File: config.mk
export PLATFORM = sky130hd
export DESIGN_NAME = sclkc_top
export DESIGN_NICKNAME = d
export VERILOG_FILES = /design/src/common/sclkc_pkg.sv /design/src/core/sclkc_top.sv
export SDC_FILE = /design/constraint.sdc
export NUM_CORES = 1
export LEC_CHECK = 0
export BUFFER_PORTS_ARGS = -buffer_cell sky130_fd_sc_hd__buf_2
export CAP_MARGIN = 20
export CORE_AREA = 2 2 157 159
export CTS_CLUSTER_SIZE = 20
export DETAILED_ROUTE_END_ITERATION = 10
export DIE_AREA = 0 0 159 161
export PLACE_DENSITY_LB_ADDON = 0.3
export SLEW_MARGIN = 30
export SYNTH_ARGS = -nofsm -noshare
export SYNTH_HDL_FRONTEND = slang
export SYNTH_SLANG_ARGS = --single-unit
File: constraint.sdc
create_clock -name CORE_CLK -period 10.3 [get_ports CORE_CLK]
set_input_delay 2.06 -clock CORE_CLK [delete_from_list [all_inputs] [get_ports CORE_CLK]]
set_output_delay 2.06 -clock CORE_CLK [all_outputs]
set_load 0.01 [all_outputs]
File: src/common/sclkc_pkg.sv
// Package of the system clock controller: register map, fields, reset values, timing.
// Assumes a classic Wishbone slave with 32-bit data and word-aligned registers.
package sclkc_pkg;

  localparam int unsigned CORE_CLK_MHZ = 125;
  localparam int unsigned REG_AW = 6;

  localparam logic [REG_AW-1:0] ADDR_INTERNAL_CLOCK = 6'h00;
  localparam logic [REG_AW-1:0] ADDR_EXTERNAL_CLOCK = 6'h04;
  localparam logic [REG_AW-1:0] ADDR_SYS_SELECT = 6'h08;
  localparam logic [REG_AW-1:0] ADDR_SYS_DIVIDER = 6'h0c;
  localparam logic [REG_AW-1:0] ADDR_BEEPER_CLOCK = 6'h10;
  localparam logic [REG_AW-1:0] ADDR_RTC_CLOCK = 6'h14;
  localparam logic [REG_AW-1:0] ADDR_PERIPH_ENABLE = 6'h18;
  localparam logic [REG_AW-1:0] ADDR_RC_CALIBRATION = 6'h1c;
  localparam logic [REG_AW-1:0] ADDR_RC_TRIM = 6'h20;
  localparam logic [REG_AW-1:0] ADDR_RC_UNLOCK = 6'h24;
  localparam logic [REG_AW-1:0] ADDR_STATUS = 6'h28;

  // Internal clock register fields.
  localparam int unsigned BIT_FAST_RC_ON = 0;
  localparam int unsigned BIT_SLOW_RC_ON = 1;
  localparam int unsigned BIT_FAST_WAKEUP = 2;
  // External clock register fields.
  localparam int unsigned BIT_FAST_EXT_ENABLE = 0;
  localparam int unsigned BIT_FAST_EXT_BYPASS = 1;
  localparam int unsigned BIT_SLOW_XTAL_ON = 2;
  localparam int unsigned BIT_FAST_EXT_READY = 3;

  localparam logic [7:0] UNLOCK_KEY_FIRST = 8'hac;
  localparam logic [7:0] UNLOCK_KEY_SECOND = 8'h35;

  localparam logic [2:0] RESET_DIV_LOG2 = 3'h3;
  localparam logic [7:0] RESET_SETTLE_COUNT = 8'h01;
  localparam logic [3:0] RESET_INTERNAL_CLOCK = 4'h3;

  typedef enum logic [1:0] {
    SCLKC_SRC_FAST_RC,
    SCLKC_SRC_FAST_EXT,
    SCLKC_SRC_SLOW_XTAL,
    SCLKC_SRC_SLOW_RC
  } sclkc_src_e;

  typedef struct packed {
    logic fast_internal_rc;
    logic fast_external_osc;
    logic slow_external_crystal;
    logic slow_internal_rc;
  } sclkc_osc_s;

endpackage : sclkc_pkg

File: src/core/sclkc_top.sv
// System clock controller: source selection, prescaler, side clocks, trim lock.
// Oscillator inputs are clock-rate toggling levels taken as synchronous to CORE_CLK.
//
// Register access over Wishbone and the address map were chosen for this implementation.
`timescale 1ns/1ps
`default_nettype none
module sclkc_top #(
  parameter int unsigned PERIPH_WIDTH = 20,
  parameter int unsigned RTC_DIV_MAX_LOG2 = 6,
  parameter logic [7:0] FACTORY_TRIM = 8'h80,
  parameter logic [7:0] SETTLE_COUNT = sclkc_pkg::RESET_SETTLE_COUNT
) (
  input wire logic CORE_CLK,
  input wire logic RESET_N,
  input wire logic WB_CYC_I,
  input wire logic WB_STB_I,
  input wire logic WB_WE_I,
  input wire logic [sclkc_pkg::REG_AW-1:0] WB_ADR_I,
  input wire logic [3:0] WB_SEL_I,
  input wire logic [31:0] WB_DAT_I,
  output logic [31:0] WB_DAT_O,
  output logic WB_ACK_O,
  input wire sclkc_pkg::sclkc_osc_s OSC_INPUT_PIN_CLOCKS,
  input wire logic OSC_INPUT_PIN,
  input wire logic FAST_EXT_FAIL,
  input wire logic HALT_ENTER,
  input wire logic HALT_WAKE,
  output sclkc_pkg::sclkc_osc_s OSC_ENABLE,
  output logic OSC_OUTPUT_PIN_FREE,
  output logic [7:0] RC_TRIM_OUT,
  output logic SYSTEM_CLOCK_OUT,
  output logic [PERIPH_WIDTH-1:0] PERIPH_CLOCK,
  output logic BEEPER_CLOCK,
  output logic RTC_CLOCK,
  output logic WATCHDOG_CLOCK
);
  import sclkc_pkg::*;

  // Reset enters asynchronously but leaves through two flops.
  // All state therefore leaves reset on one common clock edge.
  logic rst_sync1, rst_sync2;
  always_ff @(posedge CORE_CLK or negedge RESET_N) begin
    if (!RESET_N) begin
      rst_sync1 <= 1'b0;
      rst_sync2 <= 1'b0;
    end else begin
      rst_sync1 <= 1'b1;
      rst_sync2 <= rst_sync1;
    end
  end
  wire logic rst_n = rst_sync2;

  // Registers.
  logic [3:0] internal_clock;
  logic [2:0] external_clock;
  logic [1:0] sys_select;
  logic [2:0] sys_div_log2;
  logic [1:0] beeper_source_select;
  logic [7:0] rtc_clock_register;
  logic [PERIPH_WIDTH-1:0] periph_enable;
  logic [7:0] rc_factory_calibration;
  logic [7:0] rc_trim_value;
  logic fast_ext_ready;
  logic [1:0] unlock_stage;
  logic [1:0] current_src;

  // Every access is answered one cycle after it is taken. The ack term keeps a request that
  // is still held during the ack cycle from being taken a second time.
  wire logic access = WB_CYC_I && WB_STB_I && !WB_ACK_O;
  wire logic wr = access && WB_WE_I && WB_SEL_I[0];
  wire logic [7:0] wd = WB_DAT_I[7:0];

  always_ff @(posedge CORE_CLK or negedge rst_n) begin
    if (!rst_n) begin
      WB_ACK_O <= 1'b0;
    end else begin
      WB_ACK_O <= access;
    end
  end

  // Read data is captured at the taking edge and stands until the next access.
  always_ff @(posedge CORE_CLK or negedge rst_n) begin
    if (!rst_n) begin
      WB_DAT_O <= 32'h0;
    end else if (access) begin
      if (WB_ADR_I == ADDR_INTERNAL_CLOCK) begin
        WB_DAT_O <= {28'h0, internal_clock};
      end else if (WB_ADR_I == ADDR_EXTERNAL_CLOCK) begin
        WB_DAT_O <= {28'h0, fast_ext_ready, external_clock};
      end else if (WB_ADR_I == ADDR_SYS_SELECT) begin
        WB_DAT_O <= {30'h0, sys_select};
      end else if (WB_ADR_I == ADDR_SYS_DIVIDER) begin
        WB_DAT_O <= {29'h0, sys_div_log2};
      end else if (WB_ADR_I == ADDR_BEEPER_CLOCK) begin
        WB_DAT_O <= {30'h0, beeper_source_select};
      end else if (WB_ADR_I == ADDR_RTC_CLOCK) begin
        WB_DAT_O <= {24'h0, rtc_clock_register};
      end else if (WB_ADR_I == ADDR_PERIPH_ENABLE) begin
        WB_DAT_O <= 32'(periph_enable);
      end else if (WB_ADR_I == ADDR_RC_CALIBRATION) begin
        WB_DAT_O <= {24'h0, rc_factory_calibration};
      end else if (WB_ADR_I == ADDR_RC_TRIM) begin
        WB_DAT_O <= {24'h0, rc_trim_value};
      end else if (WB_ADR_I == ADDR_STATUS) begin
        WB_DAT_O <= {30'h0, current_src};
      end else begin
        WB_DAT_O <= 32'h0;
      end
    end
  end

  // Control registers written by software.
  always_ff @(posedge CORE_CLK or negedge rst_n) begin
    if (!rst_n) begin
      internal_clock <= RESET_INTERNAL_CLOCK;
      external_clock <= 3'h0;
      sys_select <= 2'(SCLKC_SRC_FAST_RC);
      sys_div_log2 <= RESET_DIV_LOG2;
      beeper_source_select <= 2'h0;
      rtc_clock_register <= 8'h0;
      periph_enable <= '0;
    end else if (wr) begin
      if (WB_ADR_I == ADDR_INTERNAL_CLOCK) begin
        internal_clock <= wd[3:0];
      end else if (WB_ADR_I == ADDR_EXTERNAL_CLOCK) begin
        external_clock <= wd[2:0];
      end else if (WB_ADR_I == ADDR_SYS_SELECT) begin
        sys_select <= wd[1:0];
      end else if (WB_ADR_I == ADDR_SYS_DIVIDER) begin
        sys_div_log2 <= wd[2:0];
      end else if (WB_ADR_I == ADDR_BEEPER_CLOCK) begin
        beeper_source_select <= wd[1:0];
      end else if (WB_ADR_I == ADDR_RTC_CLOCK) begin
        rtc_clock_register <= wd;
      end else if (WB_ADR_I == ADDR_PERIPH_ENABLE) begin
        periph_enable <= WB_DAT_I[PERIPH_WIDTH-1:0];
      end
    end
  end

  // Factory trim is captured after reset release, never under the reset itself.
  logic cal_loaded;
  always_ff @(posedge CORE_CLK or negedge rst_n) begin
    if (!rst_n) begin
      cal_loaded <= 1'b0;
      rc_factory_calibration <= 8'h0;
    end else if (!cal_loaded) begin
      cal_loaded <= 1'b1;
      rc_factory_calibration <= FACTORY_TRIM;
    end
  end

  // Unlock stage 0 locked, 1 first key seen, 2 open for one trim write.
  // Reads count as foreign accesses too, so a status poll between the keys relocks.
  wire logic trim_write = wr && WB_ADR_I == ADDR_RC_TRIM && unlock_stage == 2'h2;
  always_ff @(posedge CORE_CLK or negedge rst_n) begin
    if (!rst_n) begin
      unlock_stage <= 2'h0;
    end else if (access) begin
      if (wr && WB_ADR_I == ADDR_RC_UNLOCK && wd == UNLOCK_KEY_FIRST && unlock_stage == 2'h0) begin
        unlock_stage <= 2'h1;
      end else if (wr && WB_ADR_I == ADDR_RC_UNLOCK && wd == UNLOCK_KEY_SECOND
                   && unlock_stage == 2'h1) begin
        unlock_stage <= 2'h2;
      end else begin
        unlock_stage <= 2'h0;
      end
    end
  end

  always_ff @(posedge CORE_CLK or negedge rst_n) begin
    if (!rst_n) begin
      rc_trim_value <= 8'h0;
    end else if (!cal_loaded) begin
      rc_trim_value <= FACTORY_TRIM;
    end else if (trim_write) begin
      rc_trim_value <= wd;
    end
  end

  // Fast external settle: count source edges while enabled, then raise ready.
  // A failure report drops ready at once, so the selection falls back to the fast RC.
  // The count restarts from zero on every new enable, never from a stale value.
  logic fast_ext_prev;
  logic [7:0] settle_cnt;
  wire logic fast_ext_on = external_clock[BIT_FAST_EXT_ENABLE];
  wire logic fast_ext_bypass = external_clock[BIT_FAST_EXT_BYPASS];
  wire logic fast_ext_src = fast_ext_bypass ? OSC_INPUT_PIN : OSC_INPUT_PIN_CLOCKS.fast_external_osc;
  always_ff @(posedge CORE_CLK or negedge rst_n) begin
    if (!rst_n) begin
      fast_ext_prev <= 1'b0;
      settle_cnt <= 8'h0;
      fast_ext_ready <= 1'b0;
    end else begin
      fast_ext_prev <= fast_ext_src;
      if (!fast_ext_on || FAST_EXT_FAIL) begin
        settle_cnt <= 8'h0;
        fast_ext_ready <= 1'b0;
      end else if (fast_ext_src && !fast_ext_prev && !fast_ext_ready) begin
        if (settle_cnt + 8'h1 >= SETTLE_COUNT) begin
          fast_ext_ready <= 1'b1;
        end
        settle_cnt <= settle_cnt + 8'h1;
      end
    end
  end

  // Source selection with halt memory and fast RC backup.
  // The selection register is left untouched through a halt, so the source that ran
  // before the halt needs no saved copy to be resumed.
  logic halted;
  always_ff @(posedge CORE_CLK or negedge rst_n) begin
    if (!rst_n) begin
      halted <= 1'b0;
    end else if (HALT_ENTER && !halted) begin
      halted <= 1'b1;
    end else if (HALT_WAKE && halted) begin
      halted <= 1'b0;
    end
  end

  // Fast wakeup only forces the fast RC; clearing it is left to a new source choice,
  // so a wake without the bit keeps whatever source ran before the halt.
  logic wake_fast;
  always_ff @(posedge CORE_CLK or negedge rst_n) begin
    if (!rst_n) begin
      wake_fast <= 1'b0;
    end else if (HALT_WAKE && halted && internal_clock[BIT_FAST_WAKEUP]) begin
      wake_fast <= 1'b1;
    end else if (wr && WB_ADR_I == ADDR_SYS_SELECT) begin
      wake_fast <= 1'b0;
    end
  end

  always_comb begin
    if (wake_fast) begin
      current_src = 2'(SCLKC_SRC_FAST_RC);
    end else if (sys_select == 2'(SCLKC_SRC_FAST_EXT) && !fast_ext_ready) begin
      current_src = 2'(SCLKC_SRC_FAST_RC);
    end else begin
      current_src = sys_select;
    end
  end

  logic src_clock;
  always_comb begin
    case (current_src)
      2'(SCLKC_SRC_FAST_EXT): src_clock = fast_ext_src;
      2'(SCLKC_SRC_SLOW_XTAL): src_clock = OSC_INPUT_PIN_CLOCKS.slow_external_crystal;
      2'(SCLKC_SRC_SLOW_RC): src_clock = OSC_INPUT_PIN_CLOCKS.slow_internal_rc;
      default: src_clock = OSC_INPUT_PIN_CLOCKS.fast_internal_rc;
    endcase
  end

  // Prescaler counts source rising edges; the ratio reloads only at period end.
  // The high phase ends halfway through the count, which keeps the duty cycle at half
  // for every ratio above one; with ratio one the source passes through registered.
  // A ratio written mid-period waits for the wrap, trading a late change for no runt pulse.
  logic src_prev;
  logic [6:0] div_cnt;
  logic [2:0] div_active;
  logic sys_clk;
  always_ff @(posedge CORE_CLK or negedge rst_n) begin
    if (!rst_n) begin
      src_prev <= 1'b0;
      div_cnt <= 7'h0;
      div_active <= RESET_DIV_LOG2;
      sys_clk <= 1'b0;
    end else begin
      src_prev <= src_clock;
      if (halted) begin
        sys_clk <= 1'b0;
        div_cnt <= 7'h0;
      end else if (div_active == 3'h0) begin
        sys_clk <= src_clock;
        if (src_clock && !src_prev) begin
          div_active <= sys_div_log2;
        end
      end else if (src_clock && !src_prev) begin
        if (div_cnt == 7'((8'h1 << div_active) - 8'h1)) begin
          div_cnt <= 7'h0;
          sys_clk <= 1'b1;
          div_active <= sys_div_log2;
        end else begin
          div_cnt <= div_cnt + 7'h1;
          if (div_cnt == 7'((8'h1 << div_active) >> 1) - 7'h1) begin
            sys_clk <= 1'b0;
          end
        end
      end
    end
  end

  // RTC divider for fast sources; field [7:6] source, [2:0] counter bit k giving divide by 2^(k+1) for k up to RTC_DIV_MAX_LOG2.
  logic rtc_prev;
  logic [RTC_DIV_MAX_LOG2:0] rtc_cnt;
  logic rtc_src;
  always_comb begin
    case (rtc_clock_register[7:6])
      2'(SCLKC_SRC_FAST_EXT): rtc_src = fast_ext_src;
      2'(SCLKC_SRC_SLOW_XTAL): rtc_src = OSC_INPUT_PIN_CLOCKS.slow_external_crystal;
      2'(SCLKC_SRC_SLOW_RC): rtc_src = OSC_INPUT_PIN_CLOCKS.slow_internal_rc;
      default: rtc_src = OSC_INPUT_PIN_CLOCKS.fast_internal_rc;
    endcase
  end
  wire logic rtc_fast = rtc_clock_register[7:6] == 2'(SCLKC_SRC_FAST_RC)
                        || rtc_clock_register[7:6] == 2'(SCLKC_SRC_FAST_EXT);

  always_ff @(posedge CORE_CLK or negedge rst_n) begin
    if (!rst_n) begin
      rtc_prev <= 1'b0;
      rtc_cnt <= '0;
    end else begin
      rtc_prev <= rtc_src;
      if (rtc_src && !rtc_prev) begin
        rtc_cnt <= rtc_cnt + {{RTC_DIV_MAX_LOG2{1'b0}}, 1'b1};
      end
    end
  end

  // Registered outputs.
  // Beeper, watchdog and slow RTC clocks lag their source by one core cycle, system, peripheral and divided RTC clocks by two.
  always_ff @(posedge CORE_CLK or negedge rst_n) begin
    if (!rst_n) begin
      SYSTEM_CLOCK_OUT <= 1'b0;
      PERIPH_CLOCK <= '0;
      BEEPER_CLOCK <= 1'b0;
      RTC_CLOCK <= 1'b0;
      WATCHDOG_CLOCK <= 1'b0;
      OSC_ENABLE <= '0;
      OSC_OUTPUT_PIN_FREE <= 1'b0;
      RC_TRIM_OUT <= 8'h0;
    end else begin
      SYSTEM_CLOCK_OUT <= sys_clk;
      PERIPH_CLOCK <= periph_enable & {PERIPH_WIDTH{sys_clk}};
      // Select codes other than the two slow sources hold the beeper clock low.
      BEEPER_CLOCK <= (beeper_source_select == 2'h1) ? OSC_INPUT_PIN_CLOCKS.slow_external_crystal
                    : (beeper_source_select == 2'h2) ? OSC_INPUT_PIN_CLOCKS.slow_internal_rc
                    : 1'b0;
      RTC_CLOCK <= rtc_fast ? rtc_cnt[rtc_clock_register[2:0]] : rtc_src;
      WATCHDOG_CLOCK <= OSC_INPUT_PIN_CLOCKS.slow_internal_rc;
      // The fast RC stays powered while it drives the system clock, whatever its own bit,
      // so a backup switch onto a stopped fast RC starts it one core cycle after the switch.
      OSC_ENABLE.fast_internal_rc <= internal_clock[BIT_FAST_RC_ON]
                                     || current_src == 2'(SCLKC_SRC_FAST_RC);
      OSC_ENABLE.fast_external_osc <= fast_ext_on && !fast_ext_bypass;
      OSC_ENABLE.slow_external_crystal <= external_clock[BIT_SLOW_XTAL_ON];
      OSC_ENABLE.slow_internal_rc <= internal_clock[BIT_SLOW_RC_ON];
      OSC_OUTPUT_PIN_FREE <= fast_ext_on && fast_ext_bypass;
      RC_TRIM_OUT <= rc_trim_value;
    end
  end

endmodule : sclkc_top
`default_nettype wire

# After elaboration in Yosys (flattened, before gate mapping)
# Index checks and enable logic that the tools add are counted.
# totals
regBits,158
inputBits,55
output_inout_bits,70
word_cells,183
# classes
add_sub_neg,5
order_cmp,2
n_eq_ne,27
n_shift,1
mux,46
bitwise,8
reduce_logical,57
# ops
operator,n
$mux 20,5
$mux 32,2
$mux 8,6
$mux 7,4
$eq 6x5->1 const B,4
$logic_and 1x1->1,22
$and 20x20->20,1
$eq 6x6->1 const B,3
$mux 1,17
$add 7x1->7 const B,2
$eq 7x7->1,2
$sub 7x1->7 const B,2
$eq 2x2->1 const B,6
$eq 6x4->1 const B,2
$mux 3,4
$reduce_bool 2->1,6
$eq 2x1->1 const B,5
$mux 2,5
$add 8x1->8 const B,1
$eq 8x6->1 const B,1
$eq 8x8->1 const B,1
$ge 8x1->1 const B,1
$logic_not 1->1,8
$reduce_and 2->1,4
other kinds (20),32

# Logic depth before layout (Yosys ltp)
# depth
ltp_word,14
ltp_mapped,11
mapped_depth_nobuf,9

# Worst setup path before layout
# No wires, ideal clock.
# synth_path
path_type,input to register
from,input WB_CYC_I
to,register sys_select[1]
setup_ps,125
arrival_time_ps,3575
t_required_ps,10175
path_slack_ps,6600
stages,7
path_buffers,1
path_cell_list,nand2_1 -> or2_2 -> clkbuf_1 -> nor2_1 -> nand2_1 -> nor3b_1 -> mux2_2
# synth_between
elab_chain_cells,5
# synth_rtl
element,line_no,source
"start, declared",sclkc_top.sv:15,"input wire logic WB_CYC_I,"
$logic_and 1x1->1 (2 in series),sclkc_top.sv:69,wire logic access = WB_CYC_I && WB_STB_I && !WB_ACK_O;
$logic_and 1x1->1 (2 in series),sclkc_top.sv:70,wire logic wr = access && WB_WE_I && WB_SEL_I[0];
$reduce_and 4->1 (no source line),n/a,
"end signal, assigned",sclkc_top.sv:117,sys_select <= 2'(SCLKC_SRC_FAST_RC);
"end signal, assigned",sclkc_top.sv:128,sys_select <= wd[1:0];
"end, declared",sclkc_top.sv:56,logic [1:0] sys_select;
# Every way passes these cells.
# A chain may end at the register's enable or synchronous reset.

# Worst setup path after layout
# layout_path
from,input WB_ADR_I[4] (netlist name)
to,register periph_enable[1]
# layout_between
elab_chain_cells,3
word_cells_on_any_way,14
cone_classes,6 x eq/ne; 6 x bitwise; 2 x reduce/logical
# layout_rtl
element,line_no,source
"start, declared",sclkc_top.sv:18,"input wire logic [sclkc_pkg::REG_AW-1:0] WB_ADR_I,"
$eq 6x5->1 (tied with other cells),sclkc_top.sv:133,end else if (WB_ADR_I == ADDR_RTC_CLOCK) begin
$not 1->1 (no source line),n/a,
$reduce_and 8->1 (no source line) (*),n/a,
"end signal, assigned",sclkc_top.sv:136,periph_enable <= WB_DAT_I[PERIPH_WIDTH-1:0];
"end, declared",sclkc_top.sv:60,logic [PERIPH_WIDTH-1:0] periph_enable;
# Mark *: on every way between the ends. The rest lies on a longest branch, timed or not.

==> flow_summary.yaml <==
outcome:
  status: "complete, no violations"
final_layout:
  seqCellArea_sq_um: 3665
  nets: 771
  mostFrequentLayoutCells: "139 x dfrtp_1, 97 x buf_2, 60 x nand2_1"
  diodes: 0
  drive_above_1_share_pct: 27.42
  finalNonFillerCells: 1046
  fillers: 2474
  stdcell_area_sq_um: 8238
  syn2layout_area_growth_pct: 20.23
  multi_input_area_sq_um: 2955
  final_common_cell: "dfrtp_1"
sta:
  fmax_ghz: 0.2396
  fin_tns_setup_ns: 0
  period_share_pct: 40.52
  period_needed_ns: 4.174
  slew_viol_final: 0
  setup_viol: 0
  relSlewSlack_pct: 40.82
  fin_skew_ns: 0.008009
  worst_slew_pin_slew_ns: 0.8868
  hold_violations: 0
  grt_setup_unrepaired: "no"
global_route:
  grt_pass1_vias: 4721
  grt_remaining_overflow: 0
  grt_use_total_pct: 13.35
  antenna_found_initial: 0
  grt_pass1_wl_um: 27050
  grt_max_degree: 81
power:
  total_power_mw: 1.350
  p_sw_mw: 0.3209
  switching_share_pct: 23.77
  p_leak_nw: 3.934
  p_seq_share_pct: 46.0
  peakVddDrop_mv: 0.1015
  combPwrFrac_pct: 6.6
  internal-power_mw: 1.029
  pwr-share-clk_pct: 47.5
  power_density_nw_per_um2: 163.9
logic_synthesis:
  synth_xor_area_share_pct: 3.835
  synthesis.area_sq_um: 6852
  synth_top_family_by_area: "simple AND/OR/NAND/NOR gates"
  synth_cell_types: 68
  yosys_warnings: 0
  ys_seq_area_share_pct: 53.43
  synth_mux_area_share_pct: 9.934
  yosys.area_share.simple_pct: 18.22
  synth_fa_ha_area_share_pct: 1.096
  ys.flop_type: "dfrtp_1"
  synth-seq-cells: 146
  synth_cells: 618
  synth_edf_count: 0
  async_reset_ff_share_pct: 100.0
  synth_compound_area_share_pct: 9.277
  synth.avg_cell_area_sq_um: 11.09
placement:
  place_area_sq_um: 7601
  dp_cells: 1014
  port_buffers: 97
  gp_congestion: 0.7925
  dp_hpwl_um: 11170
detailed_routing:
  post_drt_via_cell_ratio: 4.608
  drt_pass1_iterations: 4
  vias: 4820
  postRouteAntennaNets: 0
  drtIter0Drc: 231
  wl_per_cell_um: 15.79
  wl_um: 16520
  drc: 0
setup_path:
  startpoint_type: "input port"
  path_cells: "buf_2 -> nor4b_2 -> nand2_1 -> nor2_2 -> nand3_1 -> buf_4 -> mux2_1"
  critPathTopFamily: "simple AND/OR/NAND/NOR gates"
  crit_buf_inv: 2
  worstPathArrival_ns: 4.47
  worst_setup_path_end_kind: "flop"
  max_stage_delay_ns: 0.70
  path_max_fanout: 20
  required_ns: 10.59
  slowest_stage: "nor2_2"
  critPathKind: "input port to flop"
clock_network:
  cts_max_level: 4
  clock_latency_ns: 0.42
  clockBufferDepth: 2
  clock-sinks: 146
  cts_buffers: 17
  cts_tree: "built"
  postCtsSetupBuffers: 0
  post_cts_resized: 0
  ctsHoldBuffers: 0
  clkTransAtPathRegs_ns: 0.06
  cts_root_buf: "clkbuf_16"
floorplan:
  start_util_pct: 28.59
  die_h_um: 161
  rows: 57
  core_sq_um: 23960
  die_w_um: 159
  boundaryPins: 125
  die_area_sq_um: 25600
worst_hold_path:
  hold_path.class: "flop to async pin"
job:
  max-cap-violations: 0
==> flip-flops by register name, indices dropped and copies added (netlist names), 3 cells and up <==
signal and flops:
PERIPH_CLOCK 20, WB_DAT_O 20, periph_enable 20, RC_TRIM_OUT 8, rc_trim_value 8, rtc_clock_register 8, settle_cnt 8, div_cnt 7
rtc_cnt 7, OSC_ENABLE 4, internal_clock 4, div_active 3, external_clock 3, sys_div_log2 3
==> final timing paths <==
check | from | to | slack, ns | cells past startpoint
worst max-delay path | WB_ADR_I[4] | periph_enable[1] | 6.13 | 7
worst min-delay path | rst_n | RC_TRIM_OUT[4] | 0.23 | 0
worst max register to register | div_active[2] | div_active[2] | 6.93 | 9
worst min register to register | rst_n | RC_TRIM_OUT[4] | 0.23 | 0
max in group asynchronous | RESET_N | rst_n | 8.78 | 1
min in group CORE_CLK | rst_sync1 | rst_n | 0.35 | 0
==> area by class of cell <==
class                   instances  area share (%)
repair buffers                101           6.546
well taps                     324           4.921
multi-input cells             427           35.87
clock buffers                  20           5.544
clock inverters                11           1.853
flip-flops and latches        146           44.49
inverters                      17          0.7746
==> synth_stat cells, types with 3 or more instances <==
| cell type | n | area [sq um] |
|---|---|---|
| dfrtp_1 | 140 | 3503 |
| nand2_1 | 60 | 225.2 |
| mux2_2 | 43 | 484.2 |
| nor2_1 | 36 | 135.1 |
| and2_1 | 22 | 137.6 |
| nand3_1 | 22 | 110.1 |
| o21ai_0 | 20 | 100.1 |
| clkbuf_1 | 19 | 71.32 |
| xnor2_1 | 18 | 157.7 |
| inv_1 | 17 | 63.81 |
| nor2b_1 | 15 | 93.84 |
| mux2i_1 | 14 | 140.1 |
| nor3_1 | 13 | 65.06 |
| a21oi_1 | 12 | 60.06 |
| buf_4 | 12 | 90.09 |
| xor2_1 | 12 | 105.1 |
| and3_1 | 9 | 56.30 |
| nand2b_1 | 9 | 56.30 |
| a22oi_1 | 8 | 60.06 |
| nand4_1 | 7 | 43.79 |
| dfstp_2 | 6 | 157.7 |
| ha_1 | 6 | 75.07 |
| nor3b_1 | 6 | 45.04 |
| a31oi_1 | 5 | 31.28 |
| buf_2 | 5 | 25.02 |
| o31ai_1 | 5 | 37.54 |
| a21o_1 | 4 | 30.03 |
| nand3b_1 | 4 | 30.03 |
| o211ai_1 | 4 | 30.03 |
| a22o_1 | 3 | 26.28 |
| a32oi_1 | 3 | 26.28 |
| mux2_1 | 3 | 33.78 |
| nor4b_1 | 3 | 26.28 |
| o22ai_1 | 3 | 18.77 |
| or2_2 | 3 | 18.77 |
| or3_1 | 3 | 18.77 |
==> power groups by stage <==
stage / Sequential [mW] / Combinational (mW) / Clock, mW
floorplan: 0.631 / 0.0539 / 0
global placement: 0.634 / 0.0842 / 0
detailed placement: 0.635 / 0.0852 / 0
CTS: 0.625 / 0.0858 / 0.660
global route: 0.625 / 0.102 / 0.685
finish: 0.621 / 0.0884 / 0.641
==> metrics by stage <==
stage | utilization [%] | worst slack (ns) | hold WS, ns
floorplan | - | 5.941 | 0.3312
global route | 34.38 | 5.857 | 0.2499
global placement | 31.70 | 5.598 | 0.3362
finish | 34.38 | 6.126 | 0.2268
CTS | 34.26 | 6.064 | 0.3564
detailed placement | 31.72 | 5.613 | 0.3410
==> metal layers <==
layer  vias up  track usage (%)  wire (um)
li1       2326                -          -
met1      2374            18.97       7966
met2       107            20.51       7705
met3        13            3.184        702
met4         0            3.430        143
met5         -                0          0
==> cell families after synthesis <==
family / after synthesis
AO/OA/AOI/OAI: 86
XOR/XNOR: 30
adder cells (fa/ha/maj): 6
buffers and inverters: 57
flip-flops: 146
multiplexers: 61
other: 2
AND/OR/NAND/NOR: 230
(Power assumes the default switching activity.)
